==> src/jtr_pkg.sv <==
// Constants, codes and field layouts of the test access port
package jtr_pkg;

  // Register lengths
  localparam int unsigned IR_LEN  = 8;
  localparam int unsigned DR_LEN  = 32;
  localparam int unsigned BSC_LEN = 135;

  // Instruction codes
  localparam logic [7:0] INS_EXTEST   = 8'h00;
  localparam logic [7:0] INS_IDCODE   = 8'h21;
  localparam logic [7:0] INS_SAMPLE   = 8'h05;
  localparam logic [7:0] INS_CLAMP    = 8'h07;
  localparam logic [7:0] INS_HIGHZ    = 8'h03;
  localparam logic [7:0] INS_BYPASS   = 8'hff;
  localparam logic [7:0] INS_MIRROR01 = 8'h09;
  localparam logic [7:0] INS_MIRROR2  = 8'h0b;

  // Value loaded into the instruction shifter at capture
  localparam logic [7:0] IR_CAPTURE   = 8'h01;
  // Instruction after reset
  localparam logic [7:0] IR_RESET     = INS_IDCODE;

  // Identity register fields; maker and device values are arbitrary
  localparam logic [1:0]  ID_DIE_REV   = 2'h0;
  localparam logic [1:0]  ID_JK_CODE   = 2'h1;
  localparam logic        ID_SEP_IO    = 1'b0;
  localparam logic [2:0]  ID_DENSITY   = 3'h0;
  localparam logic [7:0]  ID_DEV_LOW   = 8'h5a;
  localparam logic [10:0] ID_MAKER     = 11'h155;
  localparam logic        PRESENCE_BIT = 1'b1;

  // Field positions
  localparam int unsigned ID_REV_MSB  = 31;
  localparam int unsigned ID_DEV_MSB  = 27;
  localparam int unsigned ID_MFR_MSB  = 11;
  localparam int unsigned MM_SEC_LSB  = 17;
  localparam int unsigned MM_RRC_POS  = 13;
  localparam int unsigned MM_FIRST_LSB = 1;

  // Reset values
  localparam logic [31:0] DR_RESET  = 32'h0000_0000;
  localparam logic        BIT_RESET = 1'b0;

  // Shortest legal test clock period and its length in system cycles
  localparam int unsigned TCK_MIN_PERIOD_NS = 20;
  localparam int unsigned REF_PERIOD_NS     = 8;
  localparam int unsigned TCK_MIN_CYCLES    =
    (TCK_MIN_PERIOD_NS + REF_PERIOD_NS - 1) / REF_PERIOD_NS;

  // Controller states, Gray steps along the shift paths
  typedef enum logic [3:0] {
    ST_TLR     = 4'h0,
    ST_RTI     = 4'h1,
    ST_SEL_DR  = 4'h3,
    ST_CAP_DR  = 4'h2,
    ST_SH_DR   = 4'h6,
    ST_EX1_DR  = 4'h7,
    ST_PAU_DR  = 4'h5,
    ST_EX2_DR  = 4'h4,
    ST_UPD_DR  = 4'hc,
    ST_SEL_IR  = 4'hd,
    ST_CAP_IR  = 4'hf,
    ST_SH_IR   = 4'he,
    ST_EX1_IR  = 4'ha,
    ST_PAU_IR  = 4'hb,
    ST_EX2_IR  = 4'h9,
    ST_UPD_IR  = 4'h8
  } jtr_state_t;

endpackage

==> src/jtr_dr_if.sv <==
// Capture and shift controls of one scan register
`timescale 1ns/1ps
`default_nettype none
interface jtr_dr_if;
  logic capture;
  logic shift;
  logic ser_in;
  modport ctl  (output capture, output shift, output ser_in);
  modport sreg (input capture, input shift, input ser_in);
endinterface
`default_nettype wire

==> src/jtr_scan_reg.sv <==
// Parallel-load serial scan register, exit end at bit 0
`timescale 1ns/1ps
`default_nettype none
module jtr_scan_reg #(
  parameter int unsigned W = 32
) (
  // Clock and reset
  input  wire logic         clk,
  input  wire logic         rst,
  // Controls
  jtr_dr_if.sreg            ctl,
  // Data
  input  wire logic [W-1:0] par_in,
  output logic [W-1:0]      q
);

  always_ff @(posedge clk or posedge rst)
  begin
    if (rst)
    begin
      q <= '0;
    end
    else if (ctl.capture)
    begin
      q <= par_in; // RULE21
    end
    else if (ctl.shift)
    begin
      q <= {ctl.ser_in, q[W-1:1]}; // RULE21
    end
  end

endmodule
`default_nettype wire

==> src/jtr_tap_top.sv <==
// Test access port: instruction decode and data registers
//
// What this block does
// (RULE1) External-test captures the ring and selects the chain; memory outputs stay normal.
// (RULE2) Identification loads the fixed identity word and selects it.
// (RULE3) Sample/preload captures the ring into the chain and selects it.
// (RULE4) Clamp selects bypass and drives output balls from held chain values.
// (RULE5) High-impedance selects bypass and disables every ball output.
// (RULE6) All-ones selects bypass and leaves memory operation alone.
// (RULE7) Identity top nibble is revision; its low bits give the data width.
// (RULE8) Identity bits 27:12 hold device code with I/O bit and density.
// (RULE9) Identity bits 11:1 hold the maker code.
// (RULE10) Identity bit 0 reads one.
// (RULE11) Combined mirror bits 28:17 show the second mode register.
// (RULE12) Combined mirror bits 12:1 show the first mode register.
// (RULE13) Combined mirror bit 13 shows row repair capability.
// (RULE14) Combined mirror bits 31:29 and 16:14 read zero.
// (RULE15) Combined mirror bit 0 reads one.
// (RULE16) Third mirror shows its register in 10:1, one in bit 0.
// (RULE17) Chain has 135 cells numbered from the exit end.
// (RULE18) Test clock runs no faster than 50 MHz.
// (RULE19) Ring snapshot is taken on the test clock rising edge.
// (RULE20) Only defined instruction codes are loaded; the block loads any shifted code and treats undefined ones as bypass.
// (RULE21) Data registers load in parallel at capture, shift out LSB first.
// (RULE22) Mirrors have own codes and refresh at every capture.
`timescale 1ns/1ps
`default_nettype none
module jtr_tap_top #(
  parameter logic ORG_X36 = 1'b0
) (
  // System clock and reset
  input  wire logic                        ref_clk,
  input  wire logic                        sys_rst,
  // Serial test link
  input  wire logic                        tck,
  input  wire logic                        tms,
  input  wire logic                        tdi,
  output logic                             tdo,
  output logic                             tdo_oe,
  // Ball ring
  input  wire logic [jtr_pkg::BSC_LEN-1:0] ring_in,
  input  wire logic [jtr_pkg::BSC_LEN-1:0] core_out,
  input  wire logic [jtr_pkg::BSC_LEN-1:0] core_oe,
  output logic [jtr_pkg::BSC_LEN-1:0]      ball_out,
  output logic [jtr_pkg::BSC_LEN-1:0]      ball_oe,
  // Latched mode settings
  input  wire logic [11:0]                 first_mode_register,
  input  wire logic [11:0]                 second_mode_register,
  input  wire logic [9:0]                  third_mode_register,
  input  wire logic                        row_repair_capable
);

  localparam int unsigned N = jtr_pkg::BSC_LEN;

  logic             tck_meta;
  logic             tck_sync;
  logic             tck_prev;
  logic             tms_meta;
  logic             tms_sync;
  logic             tdi_meta;
  logic             tdi_sync;
  logic [N-1:0]     ring_meta;
  logic [N-1:0]     ring_sync;
  logic             tck_rise;
  logic             tck_fall;
  jtr_pkg::jtr_state_t state_reg;
  jtr_pkg::jtr_state_t state_next;
  logic [7:0]       ir_reg;
  logic [7:0]       ir_shift_reg;
  logic             bypass_reg;
  logic [N-1:0]     upd_reg;
  logic             tdo_reg;
  logic             tdo_oe_reg;
  logic [N-1:0]     ball_out_reg;
  logic [N-1:0]     ball_oe_reg;
  logic             sel_bsc;
  logic             sel_dr32;
  logic [31:0]      id_word;
  logic [31:0]      mirror01_word;
  logic [31:0]      mirror2_word;
  logic [31:0]      dr_par;
  logic [31:0]      dr_q;
  logic [N-1:0]     bsc_q;

  jtr_dr_if dr_if ();
  jtr_dr_if bsc_if ();

  // Two-flop synchronisers for everything arriving from the pins
  always_ff @(posedge ref_clk or posedge sys_rst)
  begin
    if (sys_rst)
    begin
      tck_meta  <= 1'b0;
      tck_sync  <= 1'b0;
      tck_prev  <= 1'b0;
      tms_meta  <= 1'b1;
      tms_sync  <= 1'b1;
      tdi_meta  <= 1'b0;
      tdi_sync  <= 1'b0;
      ring_meta <= '0;
      ring_sync <= '0;
    end
    else
    begin
      tck_meta  <= tck;
      tck_sync  <= tck_meta;
      tck_prev  <= tck_sync;
      tms_meta  <= tms;
      tms_sync  <= tms_meta;
      tdi_meta  <= tdi;
      tdi_sync  <= tdi_meta;
      ring_meta <= ring_in;
      ring_sync <= ring_meta;
    end
  end

  // Edges of the test clock; the 50 MHz ceiling leaves room for the sync delay
  assign tck_rise = tck_sync & ~tck_prev; // RULE18
  assign tck_fall = ~tck_sync & tck_prev;

  // Controller state walk
  always_comb
  begin
    state_next = state_reg;
    case (state_reg)
      jtr_pkg::ST_TLR:    state_next = tms_sync ? jtr_pkg::ST_TLR    : jtr_pkg::ST_RTI;
      jtr_pkg::ST_RTI:    state_next = tms_sync ? jtr_pkg::ST_SEL_DR : jtr_pkg::ST_RTI;
      jtr_pkg::ST_SEL_DR: state_next = tms_sync ? jtr_pkg::ST_SEL_IR : jtr_pkg::ST_CAP_DR;
      jtr_pkg::ST_CAP_DR: state_next = tms_sync ? jtr_pkg::ST_EX1_DR : jtr_pkg::ST_SH_DR;
      jtr_pkg::ST_SH_DR:  state_next = tms_sync ? jtr_pkg::ST_EX1_DR : jtr_pkg::ST_SH_DR;
      jtr_pkg::ST_EX1_DR: state_next = tms_sync ? jtr_pkg::ST_UPD_DR : jtr_pkg::ST_PAU_DR;
      jtr_pkg::ST_PAU_DR: state_next = tms_sync ? jtr_pkg::ST_EX2_DR : jtr_pkg::ST_PAU_DR;
      jtr_pkg::ST_EX2_DR: state_next = tms_sync ? jtr_pkg::ST_UPD_DR : jtr_pkg::ST_SH_DR;
      jtr_pkg::ST_UPD_DR: state_next = tms_sync ? jtr_pkg::ST_SEL_DR : jtr_pkg::ST_RTI;
      jtr_pkg::ST_SEL_IR: state_next = tms_sync ? jtr_pkg::ST_TLR    : jtr_pkg::ST_CAP_IR;
      jtr_pkg::ST_CAP_IR: state_next = tms_sync ? jtr_pkg::ST_EX1_IR : jtr_pkg::ST_SH_IR;
      jtr_pkg::ST_SH_IR:  state_next = tms_sync ? jtr_pkg::ST_EX1_IR : jtr_pkg::ST_SH_IR;
      jtr_pkg::ST_EX1_IR: state_next = tms_sync ? jtr_pkg::ST_UPD_IR : jtr_pkg::ST_PAU_IR;
      jtr_pkg::ST_PAU_IR: state_next = tms_sync ? jtr_pkg::ST_EX2_IR : jtr_pkg::ST_PAU_IR;
      jtr_pkg::ST_EX2_IR: state_next = tms_sync ? jtr_pkg::ST_UPD_IR : jtr_pkg::ST_SH_IR;
      jtr_pkg::ST_UPD_IR: state_next = tms_sync ? jtr_pkg::ST_SEL_DR : jtr_pkg::ST_RTI;
      default:            state_next = jtr_pkg::ST_TLR;
    endcase
  end

  always_ff @(posedge ref_clk or posedge sys_rst)
  begin
    if (sys_rst)
    begin
      state_reg <= jtr_pkg::ST_TLR;
    end
    else if (tck_rise)
    begin
      state_reg <= state_next;
    end
  end

  // Instruction shifter and active instruction
  always_ff @(posedge ref_clk or posedge sys_rst)
  begin
    if (sys_rst)
    begin
      ir_shift_reg <= jtr_pkg::IR_CAPTURE;
    end
    else if (tck_rise && state_reg == jtr_pkg::ST_CAP_IR)
    begin
      ir_shift_reg <= jtr_pkg::IR_CAPTURE;
    end
    else if (tck_rise && state_reg == jtr_pkg::ST_SH_IR)
    begin
      ir_shift_reg <= {tdi_sync, ir_shift_reg[7:1]};
    end
  end

  always_ff @(posedge ref_clk or posedge sys_rst)
  begin
    if (sys_rst)
    begin
      ir_reg <= jtr_pkg::IR_RESET;
    end
    else if (state_reg == jtr_pkg::ST_TLR)
    begin
      ir_reg <= jtr_pkg::IR_RESET;
    end
    else if (tck_fall && state_reg == jtr_pkg::ST_UPD_IR)
    begin
      ir_reg <= ir_shift_reg;
    end
  end

  // Register selection; every code not listed falls back to bypass
  assign sel_bsc  = (ir_reg == jtr_pkg::INS_EXTEST) || (ir_reg == jtr_pkg::INS_SAMPLE); // RULE1 RULE3
  assign sel_dr32 = (ir_reg == jtr_pkg::INS_IDCODE) || // RULE2
                    (ir_reg == jtr_pkg::INS_MIRROR01) || (ir_reg == jtr_pkg::INS_MIRROR2); // RULE22 RULE20

  // Fixed identity word and mode mirrors
  assign id_word = {jtr_pkg::ID_DIE_REV, 1'b0, ORG_X36, // RULE7
                    2'b00, jtr_pkg::ID_JK_CODE, jtr_pkg::ID_SEP_IO, // RULE8
                    jtr_pkg::ID_DENSITY, jtr_pkg::ID_DEV_LOW, // RULE8
                    jtr_pkg::ID_MAKER, // RULE9
                    jtr_pkg::PRESENCE_BIT}; // RULE10
  assign mirror01_word = {3'b000, // RULE14
                          second_mode_register, // RULE11
                          3'b000, // RULE14
                          row_repair_capable, // RULE13
                          first_mode_register, // RULE12
                          jtr_pkg::PRESENCE_BIT}; // RULE15
  assign mirror2_word = {21'h00_0000, third_mode_register, jtr_pkg::PRESENCE_BIT}; // RULE16

  always_comb
  begin
    case (ir_reg)
      jtr_pkg::INS_MIRROR01: dr_par = mirror01_word; // RULE22
      jtr_pkg::INS_MIRROR2:  dr_par = mirror2_word; // RULE22
      default:               dr_par = id_word; // RULE2
    endcase
  end

  // Shared 32-bit data register
  assign dr_if.capture = tck_rise && (state_reg == jtr_pkg::ST_CAP_DR) && sel_dr32; // RULE21
  assign dr_if.shift   = tck_rise && (state_reg == jtr_pkg::ST_SH_DR) && sel_dr32;
  assign dr_if.ser_in  = tdi_sync;

  jtr_scan_reg #(.W(jtr_pkg::DR_LEN)) u_dr32 (
    .clk    (ref_clk),
    .rst    (sys_rst),
    .ctl    (dr_if.sreg),
    .par_in (dr_par),
    .q      (dr_q)
  );

  // Boundary chain, cell 1 at index 0 next to the serial output
  assign bsc_if.capture = tck_rise && (state_reg == jtr_pkg::ST_CAP_DR) && sel_bsc; // RULE19
  assign bsc_if.shift   = tck_rise && (state_reg == jtr_pkg::ST_SH_DR) && sel_bsc; // RULE17
  assign bsc_if.ser_in  = tdi_sync;

  jtr_scan_reg #(.W(N)) u_bsc (
    .clk    (ref_clk),
    .rst    (sys_rst),
    .ctl    (bsc_if.sreg),
    .par_in (ring_sync),
    .q      (bsc_q)
  );

  // Hold register for clamp values, loaded when the chain is updated
  always_ff @(posedge ref_clk or posedge sys_rst)
  begin
    if (sys_rst)
    begin
      upd_reg <= '0;
    end
    else if (tck_fall && state_reg == jtr_pkg::ST_UPD_DR && sel_bsc)
    begin
      upd_reg <= bsc_q;
    end
  end

  // Bypass bit
  always_ff @(posedge ref_clk or posedge sys_rst)
  begin
    if (sys_rst)
    begin
      bypass_reg <= jtr_pkg::BIT_RESET;
    end
    else if (tck_rise && state_reg == jtr_pkg::ST_CAP_DR && !sel_bsc && !sel_dr32)
    begin
      bypass_reg <= 1'b0; // RULE4 RULE5 RULE6
    end
    else if (tck_rise && state_reg == jtr_pkg::ST_SH_DR && !sel_bsc && !sel_dr32)
    begin
      bypass_reg <= tdi_sync; // RULE6
    end
  end

  // Serial output changes on the falling test clock edge
  always_ff @(posedge ref_clk or posedge sys_rst)
  begin
    if (sys_rst)
    begin
      tdo_reg    <= 1'b0;
      tdo_oe_reg <= 1'b0;
    end
    else if (tck_fall)
    begin
      tdo_oe_reg <= (state_reg == jtr_pkg::ST_SH_IR) || (state_reg == jtr_pkg::ST_SH_DR);
      tdo_reg    <= (state_reg == jtr_pkg::ST_SH_IR) ? ir_shift_reg[0] :
                    sel_bsc                          ? bsc_q[0]        :
                    sel_dr32                         ? dr_q[0]         : // RULE21
                    bypass_reg;
    end
  end

  // Ball drive: clamp holds chain values, high-Z releases, all else normal
  always_ff @(posedge ref_clk or posedge sys_rst)
  begin
    if (sys_rst)
    begin
      ball_out_reg <= '0;
      ball_oe_reg  <= '0;
    end
    else if (ir_reg == jtr_pkg::INS_CLAMP)
    begin
      ball_out_reg <= upd_reg; // RULE4
      ball_oe_reg  <= '1;
    end
    else if (ir_reg == jtr_pkg::INS_HIGHZ)
    begin
      ball_out_reg <= core_out;
      ball_oe_reg  <= '0; // RULE5
    end
    else
    begin
      ball_out_reg <= core_out; // RULE1 RULE2 RULE6
      ball_oe_reg  <= core_oe;
    end
  end

  assign tdo      = tdo_reg;
  assign tdo_oe   = tdo_oe_reg;
  assign ball_out = ball_out_reg;
  assign ball_oe  = ball_oe_reg;

  // Checks
  a_id_capture_word: assert property (@(posedge ref_clk) disable iff (sys_rst) // RULE2
    dr_if.capture && ir_reg == jtr_pkg::INS_IDCODE |=> dr_q == id_word)
    else $error("identity word not captured");
  a_id_fixed_bits: assert property (@(posedge ref_clk) disable iff (sys_rst) // RULE10
    dr_if.capture && ir_reg == jtr_pkg::INS_IDCODE |=>
      dr_q[0] && dr_q[11:1] == jtr_pkg::ID_MAKER && dr_q[28] == ORG_X36)
    else $error("identity fields wrong");
  a_mirror_layout: assert property (@(posedge ref_clk) disable iff (sys_rst) // RULE14
    dr_if.capture && ir_reg == jtr_pkg::INS_MIRROR01 |=>
      dr_q[31:29] == 3'b000 && dr_q[16:14] == 3'b000 && dr_q[0] &&
      dr_q[28:17] == $past(second_mode_register) && dr_q[12:1] == $past(first_mode_register) &&
      dr_q[13] == $past(row_repair_capable))
    else $error("combined mirror layout wrong");
  a_mirror2_layout: assert property (@(posedge ref_clk) disable iff (sys_rst) // RULE16
    dr_if.capture && ir_reg == jtr_pkg::INS_MIRROR2 |=>
      dr_q[10:1] == $past(third_mode_register) && dr_q[0])
    else $error("third mirror layout wrong");
  a_lsb_first_out: assert property (@(posedge ref_clk) disable iff (sys_rst) // RULE21
    tck_fall && state_reg == jtr_pkg::ST_SH_DR && sel_dr32 |=> tdo_reg == $past(dr_q[0]) && tdo_oe_reg)
    else $error("data register not shifted LSB first");
  a_ring_snapshot: assert property (@(posedge ref_clk) disable iff (sys_rst) // RULE19
    bsc_if.capture |-> tck_rise ##1 bsc_q == $past(ring_sync))
    else $error("ring snapshot not on rising edge");
  a_highz_release: assert property (@(posedge ref_clk) disable iff (sys_rst) // RULE5
    ir_reg == jtr_pkg::INS_HIGHZ |=> ball_oe_reg == '0)
    else $error("outputs not released under high-Z");
  a_clamp_drive: assert property (@(posedge ref_clk) disable iff (sys_rst) // RULE4
    ir_reg == jtr_pkg::INS_CLAMP |=> ball_out_reg == $past(upd_reg) && ball_oe_reg == '1)
    else $error("clamp not driving held values");
  a_normal_drive: assert property (@(posedge ref_clk) disable iff (sys_rst) // RULE1
    ir_reg != jtr_pkg::INS_CLAMP && ir_reg != jtr_pkg::INS_HIGHZ |=>
      ball_out_reg == $past(core_out) && ball_oe_reg == $past(core_oe))
    else $error("memory outputs disturbed");
  a_bypass_path: assert property (@(posedge ref_clk) disable iff (sys_rst) // RULE6
    tck_rise && state_reg == jtr_pkg::ST_SH_DR && ir_reg == jtr_pkg::INS_BYPASS |=>
      bypass_reg == $past(tdi_sync))
    else $error("bypass bit not in path");

endmodule
`default_nettype wire

==> config.mk <==
export PLATFORM = sky130hd
export DESIGN_NAME = jtr_tap_top
export DESIGN_NICKNAME = d
export VERILOG_FILES = /design/src/jtr_pkg.sv /design/src/jtr_dr_if.sv /design/src/jtr_scan_reg.sv /design/src/jtr_tap_top.sv
export SDC_FILE = /design/constraint.sdc
export NUM_CORES = 1
export LEC_CHECK = 0
export BUFFER_PORTS_ARGS = -buffer_cell sky130_fd_sc_hd__clkbuf_2
export CELL_PAD_IN_SITES_DETAIL_PLACEMENT = 0
export CELL_PAD_IN_SITES_GLOBAL_PLACEMENT = 2
export CORE_MARGIN = 3
export CORE_UTILIZATION = 33
export CTS_BUF_LIST = sky130_fd_sc_hd__clkbuf_16
export DETAILED_ROUTE_END_ITERATION = 6
export PLACE_DENSITY = 0.82
export RECOVER_POWER = 100
export SYNTH_ARGS = -nofsm -noshare
export SYNTH_HDL_FRONTEND = slang
export SYNTH_HIERARCHICAL = 1
export SYNTH_SLANG_ARGS = --single-unit
==> constraint.sdc <==
create_clock -name ref_clk -period 22.1 [get_ports ref_clk]
set_clock_uncertainty 0.15 [all_clocks]
set_input_delay 2.21 -clock ref_clk [delete_from_list [all_inputs] [get_ports ref_clk]]
set_output_delay 2.21 -clock ref_clk [all_outputs]
set_load 0.01 [all_outputs]
======== Word level (Yosys, flattened, before mapping) ========
Index checks and enable logic that the tools add are counted.
word-level totals
  input port bits ......................... 445
  logic and storage cells ................. 106
  flip-flop bits (word level) ............. 872
  output and inout bits ................... 272
cells by class
  reduce and logical (&&, ||, !) cells .... 31
  bitwise logic cells ..................... 4
  equal/unequal tests ..................... 21
  mux-type cells .......................... 30
operators by type and width
  cell                number
  $mux 135            5
  $mux 32             2
  $pmux 29 s2         1
  $pmux 4 s12         1
  $eq 4x4->1 const B  8
  $mux 8              4
  $eq 4x3->1 const B  4
  $eq 8x3->1 const B  2
  $eq 8x4->1 const B  2
  $mux 4              4
  $logic_and 1x1->1   15
  $reduce_bool 2->1   5
  $eq 4x2->1 const B  2
  $eq 8x2->1 const B  1
  $eq 8x6->1 const B  1
  $logic_not 8->1     1
  $mux 1              8
  $mux 2              3
  $mux 3              2
  $eq 4x1->1 const B  1
  $logic_not 4->1     1
  $logic_or 1x1->1    4
  $reduce_or 2->1     2
  $reduce_or 3->1     1
  3 further kinds     6

======== Logic depth before layout (Yosys ltp) ========
  word-level depth ........................ 7
  mapped depth ............................ 10
  gate-level depth less buffers ........... 6

======== Modules after synthesis ========
Netlist, hierarchy kept.
modules (own cells, without submodules)
  module                 cells each  instances  seq. area each (um2)  area an instance (um2)
  jtr_tap_top            1345        1          17648.2               22989.5
  jtr_scan_reg (u_bsc)   586         1          3378.2                6180.9
  jtr_scan_reg (u_dr32)  140         1          800.8                 1519.0

======== Least setup slack after synthesis ========
OpenSTA, ideal clock, no wires.
  path type ............................... input -> register
  start point ............................. input first_mode_register[0]
  end point ............................... register u_dr32.q[1]
  path slack .............................. 19195 ps
  path buffers ............................ 0
  library setup time ...................... 124 ps
  data required time ...................... 21826 ps
  arrival ................................. 2631 ps
  stages .................................. 3
  path through ............................ a221o_1 -> nand2_1 -> o21ai_1
on the way
  longest elaborated chain between the ends .. 2
ends and longest elaborated chain
  item                  RTL line            text
  from (decl)           jtr_tap_top.sv:47   input wire logic [11:0] first_mode_register,
  $pmux 29 s2           jtr_tap_top.sv:212  case (ir_reg)
  $mux 32               jtr_scan_reg.sv:23  else if (ctl.capture)
  to (signal assigned)  jtr_scan_reg.sv:25  q <= par_in;
  to (signal assigned)  jtr_scan_reg.sv:29  q <= {ctl.ser_in, q[W-1:1]};
  to (decl)             jtr_scan_reg.sv:14  output logic [W-1:0] q
Every way passes these cells.
A chain may end at the register's enable or synchronous reset.

==> key figures <==
Placement
  – Routability-driven placement congestion ratio: 0.8993
  – Number of port buffers: 716
  – Detail Placement HPWL: ~57,000 um
  – Instance area at placement: roughly 0.035 sq mm

Timing
  – Setup repair after global routing missed its margin: no
  – Post-Route Setup TNS: 0 ns
  – Tcrit/Tclk final: 0.4782
  – Max transition margin: -1.951
  – Maximum clock frequency: 0.09463 GHz
  – Number of max-slew violations in the final report: between 1,000 and 1,500
  – Transition time at the pin with the least slew margin: between 4 and 5 ns
  – Final critical-path required period: roughly 11 ns
  – Hold Fails Final Rpt: 0
  – Total setup violations reported at the end of the flow: 0

GRT
  – Gr ovfl total: 0
  – Number of global-route vias before repair: 19,860
  – Total routing usage reported by global routing: 0.1664
  – Wire length of the first global-routing pass: ~120,000 um
  – Largest net degree at the start of global routing: 186
  – Initial antenna violation count: 22

Route
  – Total number of vias: approximately 19,000
  – Routed wire per std cell: between 15 and 20 um
  – Via/cell ratio: roughly 4.5
  – Drt first pass iters: 7
  – Count of nets left with antenna violations after detail routing: 0
  – DRC marker count from the first detailed-route iteration: approximately 1,300
  – Final wirelength: about 82,000 um
  – DRC: 0

Worst setup path
  – Worst setup slack for register-to-register paths: 11.80 ns
  – Worst setup SP type: input port
  – Critical Path RT: 21.84 ns
  – Worst R2R End: ball_out[112]
  – Reg2reg path depth: 7
  – Largest fanout on the critical path: 73
  – Worst Setup End Kind: async pin
  – Worst EP arrival: just over 10 ns
  – Critical register-to-register path startpoint: ir_reg[4]
  – Category of the most critical setup path: in2async

Power
  – Worst ir drop on vdd: about 0.000056 V
  – Leakage power summed over all cells: roughly 18 nW
  – Sw power: about 830 uW
  – Power per unit of standard cell area: about 91 mW/mm^2
  – Sequential Power Share: 0.506
  – Cell-internal power: 2.629 mW
  – Overall power consumption: around 3.5 mW
  – Switching Fraction: 0.2400
  – Fraction of power consumed by combinational cells: 0.064
  – Clk network pwr share: 0.429

Logic synthesis
  – Most used flip-flop cell after synthesis: dfrtp_1
  – Register area share after synthesis: 0.7112
  – Number of enable-type register cells in the synthesized netlist: 0
  – Post-synth ARST share: 1.000
  – Mean post-synth cell area: ~15 sq um
  – Cell accounting for the most synthesized area: dfrtp_1
  – Number of unique standard cell types used by synthesis: just under 50
  – Proportion of netlist area held by the largest area contributor: 0.7069
  – Register bit total from synthesis: ~870
  – YS warnings: 6
  – Most area-consuming cells after synthesis: dfrtp_1 71%, mux2_2 8.1%, mux2i_1 5.5%
  – Area of the mapped netlist: 0.03069 sq mm
  – Post-Synthesis Cells: approximately 2,100

Status
  – Result of the run: finished, violations left
  – Violated checks: capacitance limit, slew limit

Clocking
  – CTS resizes: 0
  – Cell chosen for the clock root: clkbuf_16
  – Clock-pin slew of the registers on the worst-case setup and hold paths: about 0.060 ns
  – CTS tree: yes
  – Number of setup buffers added after CTS: 0
  – Clock Tree Buf Depth: 3
  – Latest clock arrival within the worst-skew pair: between 0.6 and 0.7 ns
  – Hold buffer count at CTS: 0
  – Clock buffers created by TritonCTS: a little over 90
  – Clk sink count: a little under 900
  – Total number of H-tree levels: 3

Job
  – Max Cap Viol: 19

Cells and area
  – Layout-stage area growth over the synthesis result: 23.23%
  – Fillers: 8,827
  – Final-stage net count: between 3,000 and 4,000
  – Fraction of layout cells with a size suffix above 1: 0.2749
  – Area of all placed cells without fillers: about 0.038 sq mm

Floorplanning
  – FP Rows: approximately 110
  – Area of the core: approximately 0.092 sq mm
  – Die Area: 0.09669 sq mm
  – Die Span Y: just over 300 um
  – I/O Pins: between 700 and 800
  – Die width: slightly above 300 um
  – Effective utilization at floorplan: 0.3338

Min path
  – Hold worst-path end: ring_sync[31]
  – Hold path depth: 0
  – Hold WC Path Type: reg2reg
  – Startpoint of the most critical hold path: ring_meta[31]
-- critical path, cell delays in order --
cell        delay, ns
clkbuf_1         0.13
clkinvlp_2       0.72
clkbuf_1         1.66
clkbuf_1         2.64
clkbuf_1         2.81
-- placed cells by master (no fill, tap or decap), drive strengths merged, types with 11 or more instances in the layout --
cell    count
clkinv     38
inv        35
nand2     196
mux2i     170
o21ai     179
nand2b     11
nor2       12
mux2      270
clkbuf    825
a21o      135
dfrtp     867
and2       13
-- Yosys cell counts, types with 2 or more instances --
master and number:
mux2i_1 170, and2_1 13, nand3_1 6, conb_1 2, o21ai_0 99, a22o_1 6
buf_4 16, o21ai_2 2, mux2_2 220, o21ai_1 78, o2111ai_1 2, o211ai_1 2
inv_1 13, a221o_1 5, clkbuf_1 49, nor2_1 12, mux2_1 50, buf_2 52
or2_2 2, a31oi_1 4, nor3_2 2, nand2_1 196, or3_1 5, nor2b_1 3
a21o_1 135, nor3b_1 3, a21oi_1 8, dfrtp_1 867, buf_12 3, buf_6 8
nand2b_1 11, nor3_1 5, dfstp_2 5, nand4_1 2
-- power by group through the flow --
| stage | Clock, mW | Combinational [mW] | Sequential (mW) |
|---|---|---|---|
| after detailed placement | 0 | 0.240 | 1.78 |
| final | 1.49 | 0.222 | 1.75 |
| after floorplan | 0 | 0.130 | 1.77 |
| after global routing | 1.60 | 0.250 | 1.76 |
| after global placement | 0 | 0.233 | 1.78 |
| after CTS | 1.53 | 0.242 | 1.75 |
-- worst max path at each step --
stage / from / cells past startpoint / slack [ns] / end
6_report: sys_rst / 5 / 11.53 / ball_out[74]
5_1_grt: sys_rst / 5 / 9.72 / ball_out[77]
4_1_cts: sys_rst / 5 / 17.31 / ball_out[95]
3_5_place_dp: sys_rst / 5 / 16.58 / ring_meta[87]
3_3_place_gp: sys_rst / 5 / 16.71 / ring_meta[89]
2_1_floorplan: sys_rst / 1 / 10.09 / ball_oe[0]
-- area by class of cell --
cell class / instances / area (sq um) / area share
Clock buffer: 93 / 2327 / 0.06154
Clock inverter: 75 / 588.1 / 0.01555
Antenna cell: 9 / 22.52 / 0.0005955
Tap cell: 1243 / 1555 / 0.04112
Multi-Input combinational cell: 1060 / 8102 / 0.2142
Timing Repair Buffer: 739 / 3346 / 0.08847
Inverter: 13 / 51.30 / 0.001356
Sequential cell: 872 / 21830 / 0.5772
-- routing by layer --
layer / vias up / track usage / part of all wire
met1: 9399 / 0.2226 / 0.44
li1: 8509 / - / -
met4: 14 / 0.05977 / 0.028
met5: - / 0 / 0.0011
met2: 578 / 0.2584 / 0.47
met3: 137 / 0.04855 / 0.068
-- cells by family (layout without fill, tap and decap cells) --
family                    count (synthesis)  in the layout  share of synthesized area
DFF                                     872            872                     0.7112
and+or+nand+nor                         265            265                    0.03759
muxes                                   440            440                     0.1545
buffers and inverters                   142            920                    0.02499
other                                     2             14                  0.0002447
AOI/OAI and AO/OA                       349            349                    0.07114
xor gates and xnor gates                  1              1                  0.0002854
-- stage by stage --
stage	std cells	utilization	hold slack (ns)	setup WS (ns)
finish	4104	0.4113	0.1942	11.53
global route	4097	0.4111	0.1959	9.721
CTS	4095	0.4164	0.1915	17.31
detailed placement	3927	0.3847	0.1847	16.58
global placement	3927	0.3847	0.1834	16.71
floorplan	2074	-	0.1812	10.09
Note: power is estimated with default switching activity, not from simulation.
